**src/ecwd_pkg.sv**
```systemverilog
/*
  shared constants, types and helpers for the embedded controller watchdog.
  assumes a 10 MHz controller clock and an APB master with 32-bit data.
*/
package ecwd_pkg;

  // apb register byte offsets
  localparam int ADDR_W = 8;
  localparam logic [7:0] OFF_CTRL = 8'h00;
  localparam logic [7:0] OFF_DELAY = 8'h04;
  localparam logic [7:0] OFF_TIMEOUT = 8'h08;
  localparam logic [7:0] OFF_REFRESH = 8'h0C;
  localparam logic [7:0] OFF_STATUS = 8'h10;

  // field positions
  localparam int CTRL_EN_BIT = 0;
  localparam int CTRL_ACT_LSB = 1;
  localparam int STAT_CNT_LSB = 16;
  localparam int SEC_W = 10;

  // second counts and their limits
  localparam logic [9:0] DELAY_MIN = 10'h000;
  localparam logic [9:0] DELAY_MAX = 10'h258;
  localparam logic [9:0] TIMEOUT_MIN = 10'h014;
  localparam logic [9:0] TIMEOUT_MAX = 10'h258;

  // values after reset
  localparam logic [9:0] DELAY_RST = 10'h000;
  localparam logic [9:0] TIMEOUT_RST = 10'h003C;

  // how long each action is held, in seconds
  localparam logic [9:0] HOLD_RESET_S = 10'h001;
  localparam logic [9:0] HOLD_SHORT_S = 10'h001;
  localparam logic [9:0] HOLD_LONG_S = 10'h004;

  // time base: one second expressed in clock cycles
  localparam int SECOND_NS = 1_000_000_000;
  localparam int CLK_PERIOD_NS = 100;
  localparam int SEC_CYCLES = SECOND_NS / CLK_PERIOD_NS;

  // timeout actions
  typedef enum logic [1:0] {
    ACT_RESET = 2'b00,
    ACT_SHORT = 2'b01,
    ACT_LONG = 2'b10
  } ecwd_action_t;

  // watchdog sequence
  typedef enum logic [2:0] {
    ST_IDLE = 3'b000,
    ST_DELAY = 3'b001,
    ST_COUNT = 3'b010,
    ST_ACT = 3'b011
  } ecwd_state_t;

  // software configuration carried as one word
  typedef struct packed {
    logic enable;
    ecwd_action_t action;
    logic [9:0] delay;
    logic [9:0] timeout;
  } ecwd_cfg_t;

  // clamps a written word into a second range
  function automatic logic [9:0] clampSec(input logic [31:0] v, input logic [9:0] lo,
                                          input logic [9:0] hi);
    logic [9:0] r;
    r = v[9:0];
    if (v < {22'h0, lo})
      r = lo;
    else if (v > {22'h0, hi})
      r = hi;
    return r;
  endfunction

endpackage

```
**src/ecwd_top.sv**
```systemverilog
/*
  embedded controller watchdog: apb register file, start delay, timeout
  countdown and one timeout action (reset, short or long power-button press).
  assumes one clock, a synchronous reset and an apb master on the same clock.
*/
// Chosen here: the address map and the APB interface to the registers.
`timescale 1ns/1ns
// What this block does
// [RULE1] disabled watchdog never counts nor acts
// [RULE2] expiry performs exactly one configured action
// [RULE3] reset action asserts module reset request
// [RULE4] short press holds power button one second
// [RULE5] long press holds power button four seconds
// [RULE6] programmable start delay 0 to 600 s
// [RULE7] timeout 20 to 600 s, set while enabled
// [RULE8] host refresh reloads the full timeout
module ecwd_top #(
  parameter int SEC_CYCLES = ecwd_pkg::SEC_CYCLES
) (
  input wire logic clock,
  input wire logic rst,
  input wire logic ce,
  input wire logic psel,
  input wire logic penable,
  input wire logic pwrite,
  input wire logic [7:0] paddr,
  input wire logic [31:0] pwdata,
  output logic [31:0] prdata,
  output logic pready,
  output logic pslverr,
  output logic sysResetReq,
  output logic pwrBtnReq
);

  ecwd_pkg::ecwd_cfg_t cfg_reg; // software settings
  ecwd_pkg::ecwd_cfg_t cfg_next;
  ecwd_pkg::ecwd_state_t state_reg; // sequence position
  ecwd_pkg::ecwd_state_t state_next;
  logic [9:0] secCnt_reg; // seconds left in the current phase
  logic [9:0] secCnt_next;
  logic [31:0] prdata_reg; // read data latched in the first enabled bus cycle
  logic rdReady_reg; // read data loaded, the access phase may end
  logic sysResetReq_reg;
  logic pwrBtnReq_reg;
  logic tickRestart;
  logic tick;

  // apb decode
  wire accessEnd = psel && penable && rdReady_reg; // access phase that completes
  wire accessWr = accessEnd && pwrite && ce;
  wire hitCtrl = (paddr == ecwd_pkg::OFF_CTRL);
  wire hitDelay = (paddr == ecwd_pkg::OFF_DELAY);
  wire hitTimeout = (paddr == ecwd_pkg::OFF_TIMEOUT);
  wire hitRefresh = (paddr == ecwd_pkg::OFF_REFRESH);
  wire hitStatus = (paddr == ecwd_pkg::OFF_STATUS);
  wire mapped = hitCtrl || hitDelay || hitTimeout || hitRefresh || hitStatus;
  wire wrCtrl = accessWr && hitCtrl;
  wire wrDelay = accessWr && hitDelay;
  wire wrTimeout = accessWr && hitTimeout;
  wire wrRefresh = accessWr && hitRefresh;

  // fields of a control write
  wire wrEnable = pwdata[ecwd_pkg::CTRL_EN_BIT];
  wire [1:0] wrAct = pwdata[ecwd_pkg::CTRL_ACT_LSB +: 2];
  wire actLegal = (wrAct != 2'b11);

  // sequence requests
  wire startReq = wrCtrl && wrEnable && (state_reg == ecwd_pkg::ST_IDLE);
  wire stopReq = wrCtrl && !wrEnable;
  wire refreshReq = wrRefresh && cfg_reg.enable;
  wire actDone = (state_reg == ecwd_pkg::ST_ACT) && tick && (secCnt_reg <= 10'h001);

  // hold time of the selected action
  wire [9:0] holdSec = (cfg_reg.action == ecwd_pkg::ACT_LONG) ? ecwd_pkg::HOLD_LONG_S :
                       (cfg_reg.action == ecwd_pkg::ACT_SHORT) ? ecwd_pkg::HOLD_SHORT_S :
                       ecwd_pkg::HOLD_RESET_S;

  // read words
  wire [31:0] ctrlWord = {29'h0, cfg_reg.action, cfg_reg.enable};
  wire [31:0] delayWord = {22'h0, cfg_reg.delay};
  wire [31:0] timeoutWord = {22'h0, cfg_reg.timeout};
  wire [31:0] statusWord = {6'h0, secCnt_reg, 13'h0, state_reg};
  wire [31:0] readMux = hitCtrl ? ctrlWord :
                        hitDelay ? delayWord :
                        hitTimeout ? timeoutWord :
                        hitStatus ? statusWord : 32'h0000_0000;

  // handshake: no wait state unless ce froze the setup or the access cycle
  assign pready = ce && rdReady_reg;
  assign pslverr = psel && penable && !mapped;
  assign prdata = prdata_reg;
  assign sysResetReq = sysResetReq_reg;
  assign pwrBtnReq = pwrBtnReq_reg;

  // second time base, restarted on entry to the delay, count and action phases and on refresh
  ecwd_sec_tick #(
    .CYCLES(SEC_CYCLES)
  ) u_tick (
    .clock(clock),
    .rst(rst),
    .ce(ce),
    .restart(tickRestart),
    .tick(tick)
  );

  // configuration updates
  always_comb
  begin
    cfg_next = cfg_reg;
    // hardware disables after the action has run its course
    if (actDone)
      cfg_next.enable = 1'b0;
    if (wrCtrl)
    begin
      cfg_next.enable = wrEnable; // [RULE1]
      // action is chosen only while enabling or enabled, never mid-action
      if (wrEnable && actLegal && (state_reg != ecwd_pkg::ST_ACT))
        cfg_next.action = ecwd_pkg::ecwd_action_t'(wrAct); // [RULE2]
    end
    // delay and timeout are locked while disabled
    if (wrDelay && cfg_reg.enable)
      cfg_next.delay = ecwd_pkg::clampSec(pwdata, ecwd_pkg::DELAY_MIN,
                                          ecwd_pkg::DELAY_MAX); // [RULE6]
    if (wrTimeout && cfg_reg.enable)
      cfg_next.timeout = ecwd_pkg::clampSec(pwdata, ecwd_pkg::TIMEOUT_MIN,
                                            ecwd_pkg::TIMEOUT_MAX); // [RULE7]
  end

  // watchdog sequence
  always_comb
  begin
    state_next = state_reg;
    secCnt_next = secCnt_reg;
    tickRestart = 1'b0;
    case (state_reg)
      ecwd_pkg::ST_IDLE:
      begin
        // enabling loads the start delay
        if (startReq)
        begin
          state_next = ecwd_pkg::ST_DELAY;
          secCnt_next = cfg_reg.delay; // [RULE6]
          tickRestart = 1'b1;
        end
      end
      ecwd_pkg::ST_DELAY:
      begin
        // delay over: begin counting the timeout
        if (secCnt_reg == 10'h000)
        begin
          state_next = ecwd_pkg::ST_COUNT;
          secCnt_next = cfg_reg.timeout; // [RULE6]
          tickRestart = 1'b1;
        end
        else if (tick)
          secCnt_next = secCnt_reg - 10'h001;
      end
      ecwd_pkg::ST_COUNT:
      begin
        // refresh reloads the full timeout and a fresh second
        if (refreshReq)
        begin
          secCnt_next = cfg_reg.timeout; // [RULE8]
          tickRestart = 1'b1;
        end
        else if (tick)
        begin
          // last second gone: fire the one selected action
          if (secCnt_reg <= 10'h001)
          begin
            state_next = ecwd_pkg::ST_ACT; // [RULE2]
            secCnt_next = holdSec; // [RULE4] [RULE5]
            tickRestart = 1'b1;
          end
          else
            secCnt_next = secCnt_reg - 10'h001;
        end
      end
      ecwd_pkg::ST_ACT:
      begin
        // hold the action for its length in whole seconds
        if (tick)
        begin
          if (secCnt_reg <= 10'h001)
          begin
            state_next = ecwd_pkg::ST_IDLE;
            secCnt_next = 10'h000;
          end
          else
            secCnt_next = secCnt_reg - 10'h001;
        end
      end
      default:
      begin
        state_next = ecwd_pkg::ST_IDLE;
        secCnt_next = 10'h000;
      end
    endcase
    // disabling stops everything, action included
    if (stopReq)
    begin
      state_next = ecwd_pkg::ST_IDLE; // [RULE1]
      secCnt_next = 10'h000;
    end
  end

  // action outputs decoded from the next state
  wire inActNext = (state_next == ecwd_pkg::ST_ACT);
  wire resetNext = inActNext && (cfg_next.action == ecwd_pkg::ACT_RESET); // [RULE3]
  wire pressNext = inActNext && (cfg_next.action != ecwd_pkg::ACT_RESET); // [RULE4] [RULE5]

  // state registers
  always_ff @(posedge clock)
  begin
    if (rst)
    begin
      cfg_reg <= '{1'b0, ecwd_pkg::ACT_RESET, ecwd_pkg::DELAY_RST, ecwd_pkg::TIMEOUT_RST};
      state_reg <= ecwd_pkg::ST_IDLE;
      secCnt_reg <= 10'h000;
      sysResetReq_reg <= 1'b0;
      pwrBtnReq_reg <= 1'b0;
      prdata_reg <= 32'h0000_0000;
      rdReady_reg <= 1'b0;
    end
    else if (ce)
    begin
      cfg_reg <= cfg_next;
      state_reg <= state_next;
      secCnt_reg <= secCnt_next;
      sysResetReq_reg <= resetNext;
      pwrBtnReq_reg <= pressNext;
      // completion consumes the loaded word
      if (accessEnd)
        rdReady_reg <= 1'b0;
      // load once per transfer, late if ce was low in the setup cycle
      else if (psel)
      begin
        rdReady_reg <= 1'b1;
        prdata_reg <= readMux;
      end
    end
  end

  // helper: cycles for which the power-button request has been held
  int holdCyc;
  always_ff @(posedge clock)
  begin
    if (rst)
      holdCyc <= 0;
    else if (ce)
      holdCyc <= pwrBtnReq_reg ? holdCyc + 1 : 0;
  end
endmodule

```
**src/ecwd_sec_tick.sv**
```systemverilog
/*
  one-second tick generator for the watchdog.
  assumes restart comes from logic on the same clock; ce freezes the count.
*/
`timescale 1ns/1ns
module ecwd_sec_tick #(
  parameter int CYCLES = 10000000
) (
  input wire logic clock,
  input wire logic rst,
  input wire logic ce,
  input wire logic restart,
  output logic tick
);

  localparam int W = (CYCLES > 2) ? $clog2(CYCLES) : 1;
  localparam logic [W-1:0] LAST = W'(CYCLES - 1);

  logic [W-1:0] cnt_reg; // cycles into the current second
  logic [W-1:0] cnt_next;
  wire atLast = (cnt_reg == LAST);

  // tick ignores restart: the consumer ranks restart above the tick, and
  // reading restart here would close a loop through the sequence logic
  assign tick = ce && atLast;
  assign cnt_next = (restart || atLast) ? '0 : W'(cnt_reg + 1'b1);

  // prescaler, cleared by restart and after its last cycle
  always_ff @(posedge clock)
  begin
    if (rst)
      cnt_reg <= '0;
    else if (ce)
      cnt_reg <= cnt_next;
  end

endmodule

```
**config.mk**
```make
export PLATFORM = sky130hd
export DESIGN_NAME = ecwd_top
export DESIGN_NICKNAME = d
export VERILOG_FILES = /design/src/ecwd_pkg.sv /design/src/ecwd_top.sv /design/src/ecwd_sec_tick.sv
export SDC_FILE = /design/constraint.sdc
export NUM_CORES = 1
export LEC_CHECK = 0
export ABC_AREA = 1
export BUFFER_PORTS_ARGS = -buffer_cell sky130_fd_sc_hd__buf_2
export CORE_ASPECT_RATIO = 0.8
export CORE_MARGIN = 5
export CORE_UTILIZATION = 51
export CTS_CLUSTER_DIAMETER = 200
export DETAILED_ROUTE_END_ITERATION = 7
export PLACE_DENSITY = 0.74
export SETUP_SLACK_MARGIN = 0.1
export SYNTH_ARGS = -nofsm -noshare
export SYNTH_HDL_FRONTEND = slang
export SYNTH_SLANG_ARGS = --single-unit
```
**constraint.sdc**
```tcl
create_clock -name clock -period 4.1 [get_ports clock]
set_clock_uncertainty 0.2 [all_clocks]
set_input_delay 0.615 -clock clock [delete_from_list [all_inputs] [get_ports clock]]
set_output_delay 0.615 -clock clock [all_outputs]
set_load 0.1 [all_outputs]
```
==> results of run 1 <==
## cell usage in the layout (no fill, tap or decap), types with 2 or more instances in the layout
cell       Yosys  final
a21oi_1       75     75
nor2_8         2      2
buf_4         14      4
nor3_1        15     14
clkinv_2       0      4
nand3_1       63     63
nand2_4        5      5
o22ai_1        2      2
conb_1         1     12
nand2_2        5      5
buf_2          7     69
dfxtp_1       83     83
nand3b_1       3      3
ha_1           4      4
nor4_1         4      4
xnor2_1        8      8
clkbuf_16      0      9
xor2_1        16     16
mux2i_1        2      2
nand3_2        2      2
nor2_1       100    100
nand4_1       13     13
nor2_2         7      7
o21ai_0       33     33
inv_1         68     68
clkbuf_8       0      2
nor3_2         4      5
nand2_1      157    157
## kinds of logic (layout without fill, tap and decap cells)
family,Yosys count,in the layout,share of synthesized area
AOI/OAI and AO/OA,115,115,0.124
xor gates and xnor gates,24,24,0.0440
adders and majority gates,4,4,0.0105
buffers and inverters,103,158,0.0970
DFF,83,83,0.348
muxes,2,2,0.00419
other,1,12,0.000786
and+or+nand+nor,385,385,0.372
## power by group through the flow
stage	clock network (µW)	logic, µW	registers [µW]
after floorplan	0	153	853
after global placement	0	206	838
after detailed placement	0	209	838
after CTS	769	210	820
after global routing	804	229	821
final	761	212	820
## worst max-delay path by stage
stage / startpoint / to / slack (ps) / cells past startpoint
after floorplan: paddr[4] / pslverr / 830 / 7
after global placement: paddr[4] / pslverr / 1370 / 9
after detailed placement: paddr[4] / pslverr / 1330 / 9
after CTS: paddr[4] / pslverr / 1320 / 9
after global routing: paddr[4] / pslverr / 1220 / 9
final: paddr[4] / pslverr / 1330 / 9
## critical path: cells and delay by family
family	cells	cell delay (ps)
buffers and inverters	4	840
and+or+nand+nor	5	490
## per-stage QoR
step | setup WS [ps] | hold slack (ps) | cells | utilization
after CTS | 1320 | 265 | 898 | 0.594
after global routing | 1220 | 290 | 898 | 0.594
final | 1330 | 264 | 898 | 0.594
after global placement | 1370 | 250 | 882 | 0.563
after detailed placement | 1330 | 255 | 882 | 0.563
after floorplan | 834 | 240 | 728 | -
## cell type report
type / count / share of cell area
Tap cell: 115 / 0.0266
Clock inverter: 5 / 0.00508
Timing Repair Buffer: 73 / 0.0693
Clock buffer: 11 / 0.0467
Sequential cell: 83 / 0.307
Multi-Input combinational cell: 542 / 0.498
Inverter: 69 / 0.0478
## metal layers
layer	vias to the layer above	GRT usage	part of all wire
met3	16	0.0506	0.12
li1	2429	-	-
met2	252	0.312	0.39
met1	2239	0.340	0.48
met4	0	0.0544	0.010
met5	-	0	0
==> impl_metrics.yaml, run 1 <==
layout:
  area.sequential_um2: 1660
  fillCellCount: 862
  stdcell_area_um2: 5420
  multi_input_area_um2: 2700
  area_growth_pct: 13.4
  layout.nets: 828
  layout-drive-gt1-share: 0.155
  n_antenna_cell: 0
  largest_reg_flops: 24
drt:
  wire_per_inst_um: 14.1
  drt_iter0_drc: 489
  wl_mm: 12.7
  firstDrtPassIters: 5
  drc: 0
  via_per_inst: 5.50
  ant_nets: 0
  dr_total_vias: 4936
clocking:
  cts_max_path_buffers: 2
  insertion_delay_ps: 340
  cts_num_sinks: 83
  cts_setup_buffers: 0
  cts_buffers: 9
  cts_hold_buf: 0
  clk_pin_slew_worst_paths_ps: 60
  cts_tree: "built"
  cts_resized: 0
  ctsRootBufferMaster: "clkbuf_16"
  htreeDepth: 3
synthesis:
  synth_area_leaders: "dfxtp_1 (35%), nand2_1 (12%), a21oi_1 (7.9%), nor2_1 (7.9%), nand3_1 (6.6%)"
  synth-edff-count: 0
  syn_inst: 717
  yosysWarnings: 0
  ys_async_sr_fraction: 0
  synthTopCellsByCount: "nand2_1 (157), nor2_1 (100), dfxtp_1 (83), a21oi_1 (75), inv_1 (68)"
  yosys.cell_count.top_type: "nand2_1"
  ys_ff_latch: 83
  yosysSeqAreaShare: 0.348
  syn_avg_cell_area_um2: 6.66
  yosysTopAreaCell: "dfxtp_1"
  netlist_area_um2: 4770
  dominantRegCellSynth: "dfxtp_1"
  ys_types: 39
  yosysTopAreaCellShare: 0.348
worst_setup_path:
  critPathMaxFanout: 20
  crit_slowest_cell: "buf_2"
  r2r_cells: 11
  rrSetupSlack_ps: 1700
  start_kind: "input pin"
  r2r_end: "pwrBtnReq$_SDFFE_PP0P_"
  crit_type: "input pin to output pin"
  cp.arrival_ps: 1950
  worstReg2RegStart: "secCnt_reg[0]$_SDFFE_PP0P_"
  required_ps: 3280
  path_cells: "buf_2, nor2_2, nand2_4, inv_1, nand4_1, buf_4, nand4_1, nor3_2, buf_2"
  endpoint_kind: "output pin"
  critical_path.max_stage_delay_ps: 450
grt:
  grt-ovfl-total: 0
  antenna_found_initial: 0
  grt_use_total: 0.223
  grt_pass1_wl_mm: 21.1
  grt_pass1_vias: 4293
  grt_max_degree: 38
min_path:
  hold_path_class: "register to register"
  min_delay_worst_endpoint: "prdata[4]$_SDFFE_PP0P_"
  holdPathStages: 2
  hp-start: "prdata[4]$_SDFFE_PP0P_"
status:
  status: "finished, final reports clean"
power_and_ir_drop:
  power_density_nw_per_um2: 331
  p_sw_frac: 0.275
  power_uw: 1790
  internal_power_uw: 1300
  p_sw_uw: 494
  combPwrFrac: 0.118
  clkPwrFrac: 0.424
  pwr-share-seq: 0.457
  power.leakage_uw: 0.00234
  ir_worst_vdd_v: 0.000271
floorplan:
  die_area_um2: 11400
  start_util: 0.524
  die_h_um: 96.5
  pin_count: 82
  core_area_um2: 9110
  die_w_um: 118
  rows: 31
placement:
  port_buffers: 69
  hpwlAfterDp_mm: 9.66
  post_dp_cell_area_um2: 5130
  gp_congestion: 0.959
sta:
  fmax_ghz: 0.362
  grt_setup_unrepaired: "no"
  timing_max_transition_violations_final: 0
  period_needed_ps: 2770
  hold_viol: 0
  setup_viol: 0
  tns_ps: 0
  tightest_slew_ps: 867
  fin_crit_sh: 0.674
  maxSlewHeadroom: 0.416
flow_run:
  cap_violations: 0
Power figures use the tool's default switching activity.
==> run 2: changes to the inputs <==
--- a/config.mk
+++ b/config.mk
@@ -5,14 +5,14 @@
 export SDC_FILE = /design/constraint.sdc
 export NUM_CORES = 1
 export LEC_CHECK = 0
-export ABC_AREA = 1
+export ABC_AREA = 0
 export BUFFER_PORTS_ARGS = -buffer_cell sky130_fd_sc_hd__buf_2
 export CORE_ASPECT_RATIO = 0.8
 export CORE_MARGIN = 5
 export CORE_UTILIZATION = 51
 export CTS_CLUSTER_DIAMETER = 200
 export DETAILED_ROUTE_END_ITERATION = 7
-export PLACE_DENSITY = 0.74
+export PLACE_DENSITY = 0.77
 export SETUP_SLACK_MARGIN = 0.1
 export SYNTH_ARGS = -nofsm -noshare
 export SYNTH_HDL_FRONTEND = slang
==> constraint.sdc (replaced) <==
create_clock -name clock -period 2.51 [get_ports clock]
set_clock_uncertainty 0.2 [all_clocks]
set_input_delay 0.3765 -clock clock [delete_from_list [all_inputs] [get_ports clock]]
set_output_delay 0.3765 -clock clock [all_outputs]
set_load 0.1 [all_outputs]
==> impl_metrics.yaml, run 2 <==
synthesis:
  yosys.cell_count.top_type: "dfxtp_1"
  yosysSeqAreaShare: 0.364
  synth_top_family_by_area: "simple AND/OR/NAND/NOR gates"
  syn_inst: 555
  dominantRegCellSynth: "dfxtp_1"
  ys_ff_latch: 83
  synth_xor_area_frac: 0.0460
  synthTopCellsByCount: "dfxtp_1 (83), nor2_1 (58), nand2_1 (43), a21oi_1 (29), nand3_1 (27)"
  syn_avg_cell_area_um2: 8.23
  ys_types: 72
  yosys-mux-area-fraction: 0.00438
  synthAdderAreaFrac: 0.0110
  synth_compound_area_frac: 0.212
  ys_async_sr_fraction: 0
  yosysTopAreaCell: "dfxtp_1"
  yosysWarnings: 0
  synth_area_leaders: "dfxtp_1 (36%), nor2_1 (4.8%), a22oi_1 (3.8%), nand2_1 (3.5%), a21oi_1 (3.2%)"
  yosys.area_share.simple: 0.295
  yosysTopAreaCellShare: 0.364
  netlist_area_um2: 4570
  synth-edff-count: 0
floorplan:
  die_h_um: 94.7
  core_area_um2: 8600
  rows: 30
  start_util: 0.532
  die_w_um: 116
  pin_count: 82
  die_area_um2: 11000
flow_run:
  cap_violations: 0
placement:
  post_dp_cell_area_um2: 5330
  post-place-ws_ps: 39.5
  gp_congestion: 0.919
  port_buffers: 69
  hpwlAfterDp_mm: 10.5
sta:
  tightest_slew_ps: 568
  maxSlewHeadroom: 0.621
  setup_viol: 0
  fmax_ghz: 0.417
  grt_setup_unrepaired: "no"
  tns_ps: 0
  period_needed_ps: 2400
  timing_max_transition_violations_final: 0
  fin_crit_sh: 0.955
  postLayoutSetupSlackWorst_ps: 112
  hold_viol: 0
clocking:
  cts_max_path_buffers: 2
  htreeDepth: 3
  cts_num_sinks: 83
  insertion_delay_ps: 360
  cts_hold_buf: 0
  cts_buffers: 9
  ctsRootBufferMaster: "clkbuf_8"
  cts_tree: "built"
  clk_pin_slew_worst_paths_ps: 90
layout:
  layout_common_cells: "dfxtp_1 (77), buf_2 (69), buf_4 (59)"
  layout.nets: 723
  mostFrequentLayoutCell: "dfxtp_1"
  area_growth_pct: 27.2
  n_antenna_cell: 0
  layout-drive-gt1-share: 0.302
  stdcell_area_um2: 5810
  fin_util: 0.676
  fillCellCount: 685
  largest_reg_flops: 24
grt:
  use_met3: 0.0737
  grt_pass1_vias: 4326
  grt-ovfl-total: 0
  grt_use_total: 0.249
  grtUsageMet1: 0.375
  grt_pass1_wl_mm: 21.6
  antenna_found_initial: 0
  busiest_layer: "met1"
  use_met2: 0.338
  grt_max_degree: 50
power_and_ir_drop:
  power_uw: 2490
  power.leakage_uw: 0.00222
  ir_worst_vdd_v: 0.000246
  power_density_nw_per_um2: 428
worst_setup_path:
  path_cells: "inv_4, ha_4, or2_4, buf_6, buf_4, mux2i_4, o21ai_4, buf_4, a21oi_4, o311ai_0, o221ai_1"
  crit_type: "register to register"
  critPathMaxFanout: 5
  crit_slowest_cell: "dfxtp_2"
  critical_path.max_stage_delay_ps: 360
  endpoint_kind: "register"
  cp.arrival_ps: 2470
  required_ps: 2580
  start_kind: "register"
  crit_top_cell: "buf_4"
drt:
  dr_total_vias: 4787
  drc: 0
  wire_per_inst_um: 18.1
  firstDrtPassIters: 7
  drt_iter0_drc: 504
  wl_mm: 14.3
  ant_nets: 0
  via_per_inst: 6.06
min_path:
  hold_path_class: "input pin to register"
status:
  status: "finished, final reports clean"
run 2: power breakdown:
| group | switching [µW] | internal (µW) | leakage [µW] |
|---|---|---|---|
| Clock | 512 | 387 | 0.0000960 |
| Sequential | 5.04 | 1320 | 0.000672 |
| Combinational | 192 | 74.1 | 0.00145 |
run 2: routing by layer:
metal | part of all wire | wire [µm]
met1 | 0.45 | 6480
met2 | 0.41 | 5840
met3 | 0.12 | 1760
met4 | 0.017 | 241
met5 | 0 | 0
run 2: final timing paths:
kind | start | cells past startpoint | slack, ps | to
worst max-delay path | secCnt_reg[1]$_SDFFE_PP0P_ | 11 | 110 | secCnt_reg[3]$_SDFFE_PP0P_
worst min-delay path | pwdata[6] | 2 | 80 | cfg_reg[16]$_SDFFE_PP0P_
worst max register to register | secCnt_reg[1]$_SDFFE_PP0P_ | 11 | 110 | secCnt_reg[3]$_SDFFE_PP0P_
worst min register to register | prdata[0]$_SDFFE_PP0P_ | 2 | 260 | prdata[0]$_SDFFE_PP0P_
run 2: worst max-delay path, delay by kind of cell, from the launching register on:
family / cells / cell delay (ps)
AOI/OAI and AO/OA: 4 / 680
buffers and inverters: 4 / 490
adders and majority gates: 1 / 150
DFF: 1 / 360
muxes: 1 / 170
and+or+nand+nor: 1 / 260
run 2: kinds of logic (layout without fill, tap and decap cells):
| family | after synthesis | count (layout) |
|---|---|---|
| DFF | 83 | 83 |
| buffers and inverters | 60 | 172 |
| xor gates and xnor gates | 24 | 24 |
| other | 1 | 12 |
| muxes | 2 | 2 |
| and+or+nand+nor | 248 | 248 |
| adders and majority gates | 4 | 4 |
| AOI/OAI and AO/OA | 133 | 133 |
run 2: final cells by class:
class | count | area (µm²) | share of cell area
Timing Repair Buffer | 136 | 930 | 0.160
Tap cell | 112 | 140 | 0.0241
Multi-Input combinational cell | 423 | 2810 | 0.484
Inverter | 20 | 80.1 | 0.0138
Clock buffer | 10 | 138 | 0.0237
Clock inverter | 6 | 41.3 | 0.00710
Sequential cell | 83 | 1670 | 0.287
run 2: per-stage QoR:
stage	cells	hold slack, ps
after floorplan	566	240
after global placement	762	243
after detailed placement	762	248
after CTS	783	66.9
after global routing	790	77.1
final	790	78.7
run 2: what timing repair did:
action                     4_1_cts  5_1_grt
pin swaps                        7       10
setup endpoints to repair       14       22
buffers inserted                 4        7
resized for setup               13       31
cloned                           1        0
==> run 3: changes to the inputs <==
==> constraint.sdc (replaced) <==
create_clock -name clock -period 2.51 [get_ports clock]
set_clock_uncertainty 0.2 [all_clocks]
set_input_delay 0 -clock clock [delete_from_list [all_inputs] [get_ports clock]]
set_output_delay 0 -clock clock [all_outputs]
set_load 0.1 [all_outputs]
==> impl_metrics.yaml, run 3 (synthesis results as in run 2) <==
layout:
  area.sequential_um2: 1660
  n_antenna_cell: 0
  largest_reg_flops: 24
  area_growth_pct: 25.5
  layout.nets: 719
  layout-drive-gt1-share: 0.247
  fillCellCount: 702
  multi_input_area_um2: 2730
  final_cells: 785
  layout_common_cells: "dfxtp_1 (81), buf_2 (69), nor2_1 (56)"
  mostFrequentLayoutCell: "dfxtp_1"
sta:
  hold_viol: 0
  fmax_ghz: 0.425
  timing_max_transition_violations_final: 0
  tns_ps: 0
  fin_crit_sh: 0.936
  grt_setup_unrepaired: "no"
  setup_viol: 0
  tightest_slew_ps: 633
  maxSlewHeadroom: 0.577
  period_needed_ps: 2350
power_and_ir_drop:
  pwr-share-seq: 0.511
  ir_worst_vdd_v: 0.000322
  internal_power_uw: 1890
  power.leakage_uw: 0.00213
  power_density_nw_per_um2: 452
  combPwrFrac: 0.107
  clkPwrFrac: 0.383
  p_sw_frac: 0.270
  p_sw_uw: 701
min_path:
  hp-start: "paddr[4]"
  hold_path_class: "input pin to register"
  holdPathStages: 5
  min_delay_worst_endpoint: "prdata[18]$_SDFFE_PP0P_"
drt:
  drt_iter0_drc: 508
  ant_nets: 0
  firstDrtPassIters: 5
  dr_total_vias: 4689
  wire_per_inst_um: 17.1
  drc: 0
  wl_mm: 13.4
  via_per_inst: 5.97
placement:
  hpwlAfterDp_mm: 9.85
  port_buffers: 69
  place_inst: 739
  gp_congestion: 0.976
clocking:
  ctsRootBufferMaster: "clkbuf_8"
  clk_pin_slew_worst_paths_ps: 90
  htreeDepth: 3
  cts_buffers: 9
  cts_tree: "built"
  cts_num_sinks: 83
  cts_max_path_buffers: 2
  insertion_delay_ps: 360
floorplan:
  pin_count: 82
  start_util: 0.532
  die_w_um: 116
  core_area_um2: 8600
  die_area_um2: 11000
  die_h_um: 94.7
  rows: 30
worst_setup_path:
  cp.arrival_ps: 2380
  start_kind: "register"
  critPathMaxFanout: 9
  r2r_end: "secCnt_reg[0]$_SDFFE_PP0P_"
  rrSetupSlack_ps: 160
  crit_type: "register to register"
  endpoint_kind: "register"
  r2r_cells: 7
  worstReg2RegStart: "secCnt_reg[1]$_SDFFE_PP0P_"
  required_ps: 2540
grt:
  antenna_found_initial: 0
  grt-ovfl-total: 0
  grt_use_total: 0.248
  grt_max_degree: 36
  grt_pass1_vias: 4329
  grt_pass1_wl_mm: 21.6
status:
  status: "finished, final reports clean"
flow_run:
  cap_violations: 0
-- run 3: cell count changes in the layout (fill, tap and decap cells not counted), moves of 3 or more --
cell           change
buf_4             -26
ha_4               -3
nor2_2             +4
ha_1               +3
dlygate4sd3_1     +26
dfxtp_1            +4
dfxtp_2            -3
clkinv_2           -3
-- run 3: through the flow --
step | total power, µW | hold slack [ps] | utilization | area, µm² | setup slack, ps
final | 2590 | 16.6 | 0.667 | 5730 | 160
after global routing | 2690 | 38.0 | 0.667 | 5730 | 53.6
after CTS | 2600 | 0.176 | 0.653 | 5620 | 89.1
after detailed placement | 1600 | 66.6 | 0.598 | 5140 | 69.7
after global placement | 1600 | 64.1 | 0.598 | 5140 | 225
after floorplan | 1540 | -76.2 | - | 4610 | 217
-- run 3: worst max-delay path by stage --
stage                                from                    endpoint  slack, ps  cells after the start
2_1_floorplan  secCnt_reg[0]$_SDFFE_PP0P_  secCnt_reg[9]$_SDFFE_PP0P_        220                      8
3_3_place_gp   secCnt_reg[1]$_SDFFE_PP0P_  secCnt_reg[9]$_SDFFE_PP0P_        230                      8
3_5_place_dp   secCnt_reg[1]$_SDFFE_PP0P_  secCnt_reg[9]$_SDFFE_PP0P_         70                      8
4_1_cts        secCnt_reg[1]$_SDFFE_PP0P_  secCnt_reg[8]$_SDFFE_PP0P_         90                      8
5_1_grt        secCnt_reg[1]$_SDFFE_PP0P_  secCnt_reg[0]$_SDFFE_PP0P_         50                      7
6_report       secCnt_reg[1]$_SDFFE_PP0P_  secCnt_reg[0]$_SDFFE_PP0P_        160                      7
-- run 3: final cells by class --
cell class / instances / area share
inverter: 20 / 0.0131
sequential: 83 / 0.290
timing repair buffer: 132 / 0.161
clock inverter: 5 / 0.0109
tap: 112 / 0.0244
multi-input combinational: 423 / 0.476
clock buffer: 10 / 0.0240
-- run 3: layer usage --
metal / vias up / track usage / share of wire
li1: 2242 / - / -
met1: 2187 / 0.369 / 0.48
met2: 241 / 0.365 / 0.41
met3: 19 / 0.0602 / 0.10
met4: 0 / 0.0415 / 0.0089
met5: - / 0 / 0
-- run 3: power groups by stage --
stage,Sequential [µW],Combinational (µW),Clock [µW]
2_1_floorplan,1350,181,0
3_5_place_dp,1360,247,0
3_3_place_gp,1350,244,0
4_1_cts,1320,272,1010
6_report,1320,277,992
5_1_grt,1330,294,1070
-- run 3: repair_timing --
item,CTS,global route
gates cloned,0,0
endpoints found under the setup margin,3,31
hold endpoints to repair,44,0
hold buffers,26,0
resized for setup,4,19
buffers inserted,0,5
pin swaps,1,13
-- run 3: worst max-delay path, cell delays in order (launching register included) --
cell	delay, ps
dfxtp_1	380
inv_1	110
ha_1	230
and4_4	200
and2_4	160
or2_1	330
a2111oi_0	460
o22ai_1	140
